`config.mk`:
```
export PLATFORM = sky130hd
export DESIGN_NAME = cached_dram_controller
export DESIGN_NICKNAME = d
export VERILOG_FILES = /design/src/rtl/refresh_timer.v /design/src/rtl/cached_dram_controller.v
export VERILOG_INCLUDE_DIRS = /design/src /design/src/rtl
export SDC_FILE = /design/constraint.sdc
export NUM_CORES = 1
export LEC_CHECK = 0
export BUFFER_PORTS_ARGS = -buffer_cell sky130_fd_sc_hd__buf_4
export CAP_MARGIN = 30
export CORE_ASPECT_RATIO = 1.1
export CORE_UTILIZATION = 45
export CTS_BUF_LIST = sky130_fd_sc_hd__clkbuf_8
export CTS_CLUSTER_DIAMETER = 150
export CTS_CLUSTER_SIZE = 40
export DETAILED_ROUTE_END_ITERATION = 12
export PLACE_DENSITY = 0.68
export SETUP_SLACK_MARGIN = 0.2
export SYNTH_ARGS = -nofsm -noshare
export SYNTH_HDL_FRONTEND = slang
export SYNTH_SLANG_ARGS = --single-unit
export TNS_END_PERCENT = 20
```
`constraint.sdc`:
```
create_clock -name ref_clk -period 6.7 [get_ports ref_clk]
set_clock_uncertainty 0.1 [all_clocks]
set_input_delay 0.67 -clock ref_clk [delete_from_list [all_inputs] [get_ports ref_clk]]
set_output_delay 0.67 -clock ref_clk [all_outputs]
set_load 0.01 [all_outputs]
```
`src/rtl/dram_ctrl_regs.vh`:
```
// constants for the cached dram controller: timing counts, decode values,
// state codes and field positions
// assumes ref_clk at 100 MHz
`ifndef DRAM_CTRL_REGS_VH
`define DRAM_CTRL_REGS_VH

`define CLK_PERIOD_NS      10
`define REFRESH_PERIOD_NS  62000
`define REFRESH_CYCLES     (`REFRESH_PERIOD_NS / `CLK_PERIOD_NS)
`define REFRESH_CNT_W      13
`define INIT_REFRESH_COUNT 4'h8

// address decode: top byte zero, lowest 16 Mbyte
`define DECODE_HI          8'h00
// transfer mode codes for user and supervisor data and code
`define TM_USER_DATA       3'h1
`define TM_USER_CODE       3'h2
`define TM_SUPV_DATA       3'h5
`define TM_SUPV_CODE       3'h6
// transfer type: normal access
`define TT_NORMAL          2'h0
// transfer size encodings
`define SIZE_LONG          2'h0
`define SIZE_BYTE          2'h1
`define SIZE_WORD          2'h2
`define SIZE_LINE          2'h3

// address fields: column a[12:2], row a[23:13]
`define COL_LSB            2
`define ROW_LSB            13
`define BANK_LSB           22
`define LAST_ROW_W         13

// state codes
`define ST_I1              5'h00
`define ST_I2              5'h01
`define ST_R1              5'h02
`define ST_R2              5'h03
`define ST_R3              5'h04
`define ST_R4              5'h05
`define ST_RB              5'h06
`define ST_W1              5'h07
`define ST_W2              5'h08
`define ST_W3              5'h09
`define ST_W4              5'h0A
`define ST_WB              5'h0B
`define ST_F1              5'h0C
`define ST_F2              5'h0D
`define ST_F3              5'h0E
`define ST_F4              5'h0F
`define ST_RST             5'h10

`endif

```
`src/rtl/refresh_timer.v`:
```
// refresh interval divider: one-cycle pulse every period cycles
// assumes a single synchronous clock and an already synchronised reset
`timescale 1ns/1ns
module refresh_timer
#(
    parameter WIDTH  = 13,
    parameter PERIOD = 6200
)
(
    // clock and reset
    input  wire             clk,
    input  wire             rst_n,
    // tick out
    output reg              tick
);
    reg [WIDTH-1:0] count_reg;

    // free-running down counter, reload on zero
    always @(posedge clk or negedge rst_n)
    begin
        if (!rst_n)
        begin
            count_reg <= {WIDTH{1'b0}};
            tick      <= 1'b0;
        end
        else if (count_reg == {WIDTH{1'b0}})
        begin
            count_reg <= PERIOD[WIDTH-1:0] - 1'b1;
            tick      <= 1'b1;
        end
        else
        begin
            count_reg <= count_reg - 1'b1;
            tick      <= 1'b0;
        end
    end
endmodule // refresh_timer

```
`src/rtl/cached_dram_controller.v`:
```
// synchronous controller between a 32-bit processor bus and four banks of
// cached dram modules; all pins sampled and driven on ref_clk
// Summary of operation
// - divide clock into 62 us refresh trigger
// - service refresh at next free cycle
// - 13-bit last row holds row and bank
// - compare row and bank on reads
// - address mux: row, column or burst
// - burst low bits wrap modulo four
// - decode a[31:24] and mode, low 16M
// - reset low: init, eight refresh cycles
// - after reset release go idle
// - start on strobe plus address or refresh
// - read hit: column, oe, select, ack
// - burst read ..new address per pair
// - read miss row, read, select, row enable
// - miss column, oe, ack
// - write strobes only the addressed bytes
// - W1: row, write mode, select, ack; row enable from W2
// - W2 column strobes; W3 release; W4 row off unless burst
// - burst write loops in WB page mode, ack each
// - refresh F1 with refresh mode, end F3
// - F3/F4 accept next event; hit to
`timescale 1ns/1ns
`include "dram_ctrl_regs.vh"
module cached_dram_controller
(
    // clock and reset
    input  wire        ref_clk,
    input  wire        arst_n,
    input  wire        processor_reset_in_n,
    // processor bus
    input  wire [31:0] addr,
    input  wire [1:0]  transfer_type,
    input  wire [2:0]  transfer_mode_bits,
    input  wire [1:0]  transfer_size,
    input  wire        read_write,
    input  wire        transfer_start_n,
    input  wire        cache_inhibit_n,
    output reg         transfer_ack_n,
    // memory address
    output reg  [9:0]  mux_addr_low_banks,
    output reg  [9:0]  mux_addr_high_banks,
    output reg         bank0_addr_bit10,
    output reg         bank1_addr_bit10,
    output reg         bank2_addr_bit10,
    output reg         bank3_addr_bit10,
    // memory control
    output reg  [3:0]  row_enable_n,
    output reg  [3:0]  col_latch_n,
    output reg  [1:0]  write_mode,
    output reg  [1:0]  refresh_mode_n,
    output reg  [3:0]  chip_select_n,
    output reg  [1:0]  output_enable_n,
    output reg  [1:0]  write_enable_n
);
    // reset release through two flops
    reg        rst_meta_reg;
    reg        rst_sync_reg;
    always @(posedge ref_clk or negedge arst_n)
    begin
        if (!arst_n)
        begin
            rst_meta_reg <= 1'b0;
            rst_sync_reg <= 1'b0;
        end
        else
        begin
            rst_meta_reg <= 1'b1;
            rst_sync_reg <= rst_meta_reg;
        end
    end

    // refresh trigger
    wire       refresh_tick;
    refresh_timer
    #(
        .WIDTH  (`REFRESH_CNT_W),
        .PERIOD (`REFRESH_CYCLES)
    )
    i_refresh_timer
    (
        .clk   (ref_clk),
        .rst_n (rst_sync_reg),
        .tick  (refresh_tick)
    );

    // state and captured transfer
    reg [4:0]  state_reg,  state_next;
    reg [`LAST_ROW_W-1:0] last_row_register;
    reg        last_row_valid_reg;
    reg [31:0] addr_reg;
    reg        burst_reg;
    reg [3:0]  byte_sel_reg;
    reg [1:0]  beat_reg;
    reg [1:0]  beat_cnt_reg;
    reg        refresh_pending_reg;
    reg [3:0]  init_cnt_reg;
    reg        evt_reg;
    reg        evt_wr_reg;

    // address decode and hit compare on live bus
    wire mode_ok = (transfer_mode_bits == `TM_USER_DATA) ||
                   (transfer_mode_bits == `TM_USER_CODE) ||
                   (transfer_mode_bits == `TM_SUPV_DATA) ||
                   (transfer_mode_bits == `TM_SUPV_CODE);
    wire addr_ok = (addr[31:24] == `DECODE_HI) && mode_ok &&
                   (transfer_type == `TT_NORMAL);
    wire start   = !transfer_start_n && addr_ok;
    wire [`LAST_ROW_W-1:0] new_row = addr[`ROW_LSB+`LAST_ROW_W-1:`ROW_LSB];
    wire hit     = last_row_valid_reg && (new_row == last_row_register);
    wire is_line = (transfer_size == `SIZE_LINE);
    wire cap     = start && (state_reg == `ST_I2 || state_reg == `ST_F3 ||
                             state_reg == `ST_F4);
    // pins follow the next state, so they must see the address taken now
    wire [31:0] addr_n = cap ? addr : addr_reg;
    wire [1:0] bank = addr_n[`BANK_LSB+1:`BANK_LSB];
    wire [3:0] bank_dec = 4'h1 << bank;
    // low banks 0/1 share one group of control lines, high 2/3 the other
    wire [1:0] grp_dec = bank[1] ? 2'h2 : 2'h1;

    // byte lanes from size and low address bits, big-endian lanes
    function [3:0] lanes;
        input [1:0] sz;
        input [1:0] a;
        begin
            case (sz)
                `SIZE_BYTE: lanes = 4'h8 >> a;
                `SIZE_WORD: lanes = a[1] ? 4'h3 : 4'hC;
                default:    lanes = 4'hF;
            endcase
        end
    endfunction

    // refresh request held until serviced; new tick wins over clear
    always @(posedge ref_clk or negedge rst_sync_reg)
    begin
        if (!rst_sync_reg)
            refresh_pending_reg <= 1'b0;
        else if (refresh_tick)
            refresh_pending_reg <= 1'b1;
        else if (state_reg == `ST_F1)
            refresh_pending_reg <= 1'b0;
    end

    // next state; bus events only start from idle or refresh tail
    always @*
    begin
        state_next = state_reg;
        case (state_reg)
            `ST_RST:
                if (processor_reset_in_n && init_cnt_reg == `INIT_REFRESH_COUNT)
                    state_next = `ST_I2;
                else if (init_cnt_reg != `INIT_REFRESH_COUNT)
                    state_next = `ST_F1;
            `ST_I1:
                if (evt_reg)
                    state_next = evt_wr_reg ? `ST_W1 : `ST_R1;
                else
                    state_next = `ST_I2; // precharge wait
            `ST_I2:
                if (refresh_pending_reg)
                    state_next = `ST_F1;
                else if (start && !read_write)
                    state_next = `ST_W1;
                else if (start && hit)
                    state_next = `ST_R3;
                else if (start)
                    state_next = `ST_R1;
            `ST_R1: state_next = `ST_R2;
            `ST_R2: state_next = `ST_R3;
            `ST_R3: state_next = burst_reg ? `ST_R4 : `ST_I2;
            `ST_R4: state_next = `ST_RB;
            `ST_RB:
                state_next = (beat_cnt_reg == 2'h3) ? `ST_I2 : `ST_RB;
            `ST_W1: state_next = `ST_W2;
            `ST_W2: state_next = `ST_W3;
            `ST_W3: state_next = `ST_W4;
            `ST_W4: state_next = burst_reg ? `ST_WB : `ST_I1;
            `ST_WB:
                state_next = (beat_cnt_reg == 2'h3) ? `ST_I1 : `ST_WB;
            `ST_F1: state_next = `ST_F2;
            `ST_F2: state_next = `ST_F3;
            `ST_F3, `ST_F4:
                if (!processor_reset_in_n || init_cnt_reg != `INIT_REFRESH_COUNT)
                    state_next = (state_reg == `ST_F3) ? `ST_F4 : `ST_RST;
                else if (start && read_write && hit)
                    state_next = `ST_R3;
                else if (start)
                    state_next = `ST_I1;
                else if (state_reg == `ST_F4)
                    state_next = `ST_I2;
                else
                    state_next = `ST_F4;
            default: state_next = `ST_I2;
        endcase
    end

    // state register, transfer capture, last row, beat counters
    always @(posedge ref_clk or negedge rst_sync_reg)
    begin
        if (!rst_sync_reg)
        begin
            state_reg          <= `ST_RST;
            init_cnt_reg       <= 4'h0;
            last_row_register  <= {`LAST_ROW_W{1'b0}};
            last_row_valid_reg <= 1'b0;
            addr_reg           <= 32'h00000000;
            burst_reg          <= 1'b0;
            byte_sel_reg       <= 4'h0;
            beat_reg           <= 2'h0;
            beat_cnt_reg       <= 2'h0;
            evt_reg            <= 1'b0;
            evt_wr_reg         <= 1'b0;
        end
        else
        begin
            state_reg <= state_next;
            // processor reset reopens the init refresh burst
            if (!processor_reset_in_n && state_reg == `ST_I2)
                state_reg <= `ST_RST;
            if (!processor_reset_in_n && state_reg == `ST_RST &&
                init_cnt_reg == `INIT_REFRESH_COUNT)
                init_cnt_reg <= 4'h0;
            else if (state_reg == `ST_F1 && init_cnt_reg != `INIT_REFRESH_COUNT)
                init_cnt_reg <= init_cnt_reg + 4'h1;
            if (start && (state_reg == `ST_I2 || state_reg == `ST_F3 ||
                          state_reg == `ST_F4))
            begin
                addr_reg     <= addr;
                burst_reg    <= is_line && cache_inhibit_n;
                byte_sel_reg <= lanes(transfer_size, addr[1:0]);
                beat_reg     <= addr[3:2];
                beat_cnt_reg <= 2'h0;
                evt_wr_reg   <= !read_write;
            end
            // strobe is gone by I1, so the taken request is kept here
            evt_reg <= cap && (state_next == `ST_I1);
            if (state_reg == `ST_R1)
            begin
                last_row_register  <= addr_reg[`ROW_LSB+`LAST_ROW_W-1:`ROW_LSB];
                last_row_valid_reg <= 1'b1;
            end
            // one beat per two-cycle pair, wrapping modulo four
            if ((state_reg == `ST_RB || state_reg == `ST_WB) && addr_reg[0])
                beat_cnt_reg <= beat_cnt_reg + 2'h1;
            if ((state_reg == `ST_RB || state_reg == `ST_WB) && addr_reg[0])
                beat_reg <= beat_reg + 2'h1;
            if (state_reg == `ST_RB || state_reg == `ST_WB)
                addr_reg[0] <= ~addr_reg[0];
            else if (state_reg == `ST_R4 || state_reg == `ST_W4)
                addr_reg[0] <= 1'b0;
        end
    end

    // pin outputs registered from the next state
    // beat of the coming cycle, so each ack but the W1 write ack carries its own column
    wire [1:0]  beat_n = cap ? addr[3:2] :
                         (((state_reg == `ST_RB) || (state_reg == `ST_WB)) && addr_reg[0]) ?
                         beat_reg + 2'h1 : beat_reg;
    wire [10:0] row_a = addr_n[`ROW_LSB+10:`ROW_LSB];
    wire [10:0] col_a = {addr_n[12:4], beat_n};
    wire n_row   = (state_next == `ST_R1) || (state_next == `ST_R2) ||
                   (state_next == `ST_W1);
    wire n_rd    = (state_next == `ST_R3) || (state_next == `ST_R4) ||
                   (state_next == `ST_RB);
    wire n_wcol  = (state_next == `ST_W2) || (state_next == `ST_WB);
    wire n_wstb  = (state_next == `ST_W2) ||
                   ((state_next == `ST_WB) && state_reg == `ST_WB && addr_reg[0]);
    wire n_ref   = (state_next == `ST_F1) || (state_next == `ST_F2);
    wire n_re    = n_ref || (state_next == `ST_R1) || (state_next == `ST_R2) ||
                   (state_next == `ST_W2) || (state_next == `ST_W3) ||
                   (state_next == `ST_WB) || (state_next == `ST_W4 && burst_reg);
    wire n_wr    = (state_next >= `ST_W1) && (state_next <= `ST_WB);
    wire n_ack   = (state_next == `ST_R3) || (state_next == `ST_W1) ||
                   (((state_next == `ST_RB) || (state_next == `ST_WB)) &&
                    state_reg != `ST_R4 && state_reg != `ST_W4 && addr_reg[0]);
    wire [10:0] ma = n_row ? row_a : col_a;

    always @(posedge ref_clk or negedge rst_sync_reg)
    begin
        if (!rst_sync_reg)
        begin
            transfer_ack_n      <= 1'b1;
            mux_addr_low_banks  <= 10'h000;
            mux_addr_high_banks <= 10'h000;
            bank0_addr_bit10    <= 1'b0;
            bank1_addr_bit10    <= 1'b0;
            bank2_addr_bit10    <= 1'b0;
            bank3_addr_bit10    <= 1'b0;
            row_enable_n        <= 4'hF;
            col_latch_n         <= 4'hF;
            write_mode          <= 2'h0;
            refresh_mode_n      <= 2'h3;
            chip_select_n       <= 4'hF;
            output_enable_n     <= 2'h3;
            write_enable_n      <= 2'h3;
        end
        else
        begin
            mux_addr_low_banks  <= ma[9:0];
            mux_addr_high_banks <= ma[9:0];
            bank0_addr_bit10    <= ma[10];
            bank1_addr_bit10    <= ma[10];
            bank2_addr_bit10    <= ma[10];
            bank3_addr_bit10    <= ma[10];
            transfer_ack_n      <= ~n_ack;
            // refresh drives every bank at once
            row_enable_n        <= n_ref ? 4'h0 : (n_re ? ~bank_dec : 4'hF);
            refresh_mode_n      <= n_ref ? 2'h0 : 2'h3;
            chip_select_n       <= (n_row || n_rd || n_wr) ? ~bank_dec : 4'hF;
            write_mode          <= n_wr ? grp_dec : 2'h0;
            output_enable_n     <= n_rd ? ~grp_dec : 2'h3;
            col_latch_n         <= n_wstb ? ~byte_sel_reg : 4'hF;
            write_enable_n      <= n_wstb ? ~grp_dec : 2'h3;
            if (n_wcol && !n_wstb)
                col_latch_n     <= 4'hF;
        end
    end
endmodule // cached_dram_controller

```
==> flow_metrics.env <==
export IMPL_cts_inserted_buffers=9
export IMPL_grt_max_degree=57
export IMPL_critPathCaptureType="register"
export IMPL_track_usage_pct=18.4
export IMPL_die_h_um=112
export IMPL_slew_viol_final=0
export IMPL_p_leak_nw=2.74
export IMPL_die_w_um=102
export IMPL_gp_congestion=0.852
export IMPL_cts_sinks=105
export IMPL_grt_pass1_wl_mm=16.5
export IMPL_synthArstFlopShare_pct=100
export IMPL_hpwl_mm=7.02
export IMPL_ys_warn_count=0
export IMPL_reg2reg_from="state_reg[1]$_DFF_PN0_"
export IMPL_finalCritPeriodShare_pct=42.1
export IMPL_place_ws_ns=3.49
export IMPL_synth_cells=441
export IMPL_max_freq_mhz=354
export IMPL_clock_latency_ns=0.37
export IMPL_synth_cell_types=62
export IMPL_hold_class="register to async pin"
export IMPL_core_mm2=0.0105
export IMPL_h_tree_depth=3
export IMPL_hold_viol_final=0
export IMPL_design_area_mm2=0.00585
export IMPL_critical_path_class="input pin to register"
export IMPL_synth_ff_type="dfrtp_1"
export IMPL_die_area_mm2=0.0114
export IMPL_drt_first_pass_iters=4
export IMPL_cap_violations=0
export IMPL_slew_headroom_pct=51.4
export IMPL_drtIter0Drc=111
export IMPL_path_clk_slew_ns=0.11
export IMPL_wl_per_cell_um=14.5
export IMPL_diodes=0
export IMPL_r2r_end="row_enable_n[2]$_DFF_PN1_"
export IMPL_ys_ff_latch=105
export IMPL_critPathArrivalTime_ns=3.00
export IMPL_final_cell_mix="buf_4 (90), dfrtp_1 (85), mux2_2 (43)"
export IMPL_fin_setup_tns_ns=0
export IMPL_post_dp_cell_area_mm2=0.00563
export IMPL_pin_count=90
export IMPL_synth_edff_count=0
export IMPL_fp_row_count=39
export IMPL_avgSynthCellArea_um2=11.2
export IMPL_antenna_found_initial=0
export IMPL_finalWorstSetupSlack_ns=3.88
export IMPL_drtAntennaViolNets=0
export IMPL_tightest_slew_ns=0.727
export IMPL_r2r_cells=7
export IMPL_cts_resized=0
export IMPL_synth_nets=493
export IMPL_cp_max_fo=39
export IMPL_yosys_area_top_type="dfrtp_1"
export IMPL_cts_tree="built"
export IMPL_port_buffer_count=88
export IMPL_syn2layout_area_growth_pct=18.4
export IMPL_status="finished clean"
export IMPL_viasPerCell=5.27
export IMPL_finalWirelength_mm=9.64
export IMPL_min_period_ns=2.82
export IMPL_drive_gt1_share_pct=35.0
export IMPL_fin_util_pct=55.5
export IMPL_dr_total_vias=3493
export IMPL_clockBufferDepth=2
export IMPL_critPathLaunchType="input pin"
export IMPL_fin_hold_ws_ns=0.249
export IMPL_drc=0
export IMPL_largest_reg_flops=23
export IMPL_ff2ff_setup_slack_ns=3.90
export IMPL_syn_area_mm2=0.00494
export IMPL_rsz0062_at_grt="false"
export IMPL_fin_nets=567
export IMPL_grt_overflow_total=0
export IMPL_grt_pass1_vias=3594
export IMPL_power_density_mw_per_mm2=316
export IMPL_required_ns=6.87
export IMPL_synth_area_top_cells="dfrtp_1 (44%), dfstp_2 (10%), mux2_2 (9.8%)"
export IMPL_yosysTopAreaCellShare_pct=43.6
export IMPL_final_common_cell="buf_4"
export IMPL_setup_viol=0
export IMPL_clock_root_buffer="clkbuf_8"
export IMPL_seq_area_frac_synth_pct=53.7
export IMPL_ir_drop_mv=0.127
export IMPL_fillers=938
export IMPL_start_util_pct=46.9
repair_timing:
item                      CTS  global route
hold buffers                1             0
buffers inserted            0             0
hold endpoints to repair    2             0
area by class of cell:
| class | count | area, um2 | area share (%) |
|---|---|---|---|
| clock inverters | 7 | 82.6 | 1.41 |
| clock buffers | 9 | 124 | 2.12 |
| flip-flops and latches | 105 | 2660 | 45.4 |
| repair buffers | 91 | 686 | 11.7 |
| well taps | 143 | 179 | 3.06 |
| multi-input cells | 290 | 2060 | 35.1 |
| inverters | 18 | 67.6 | 1.16 |
power breakdown:
group	switching (W)	total (W)	leakage [nW]	internal [W]
sequential	0.000105	0.000833	1.34	0.000728
clock	0.000236	0.000384	0.0987	0.000148
combinational	0.000348	0.000630	1.30	0.000282
total	0.000689	0.00185	2.74	0.00116
metrics by stage:
stage          power, W  cells
6_report        0.00185    663
5_1_grt         0.00197    663
4_1_cts         0.00186    663
3_5_place_dp    0.00147    646
3_3_place_gp    0.00146    646
2_1_floorplan   0.00130    441
cell families (layout without fill, tap and decap cells):
group	after synthesis	in the layout	share of synthesized area (%)
simple gates	147	147	15.7
other cells	1	1	0.0759
compound gates	62	62	8.64
flops	105	105	53.7
fa+ha+maj	7	7	1.77
xor+xnor	25	25	4.43
mux	48	48	10.8
buf+inv	46	125	4.89
worst max path at each step:
stage | slack [ns] | depth (start not counted) | from | endpoint
finish | 3.88 | 9 | addr[25] | row_enable_n[2]$_DFF_PN1_
global route | 3.64 | 9 | transfer_type[0] | row_enable_n[0]$_DFF_PN1_
CTS | 3.87 | 7 | state_reg[1]$_DFF_PN0_ | row_enable_n[2]$_DFF_PN1_
detailed placement | 3.49 | 9 | addr[25] | row_enable_n[2]$_DFF_PN1_
global placement | 3.52 | 9 | addr[25] | row_enable_n[2]$_DFF_PN1_
floorplan | 3.49 | 0 | rst_sync_reg$_DFF_PN0_ | addr_reg[0]$_DFFE_PN0P_
worst max-delay path, stage by stage:
cell and delay (ns):
buf_4 0.12, nor4_1 0.32, nand4_1 0.36, a21oi_4 0.25
buf_4 0.45, mux2i_1 0.40, inv_1 0.13, nor2_1 0.16
o211ai_1 0.13
cells in the mapped netlist, drive strengths merged, types with 3 or more instances:
master / instances
mux2: 43
nor3: 7
mux2i: 5
and3b: 3
or2: 3
dfstp: 19
or3: 4
dfrtp: 86
buf: 26
nor4: 8
a21o: 3
and3: 3
nand2b: 8
a21oi: 16
nor2b: 10
ha: 7
nand2: 26
o211ai: 5
a31oi: 3
inv: 18
nand4: 7
o31ai: 5
xor2: 5
xnor2: 20
nor2: 41
o21ai: 11
nand3: 15
routing by layer:
| metal | vias up | wire [um] | GRT usage, % |
|---|---|---|---|
| met5 | - | 0 | 0 |
| met2 | 79 | 4900 | 31.0 |
| li1 | 1678 | - | - |
| met4 | 0 | 155 | 6.38 |
| met3 | 17 | 424 | 3.64 |
| met1 | 1719 | 4160 | 23.6 |
Power figures use the tool's default switching activity.
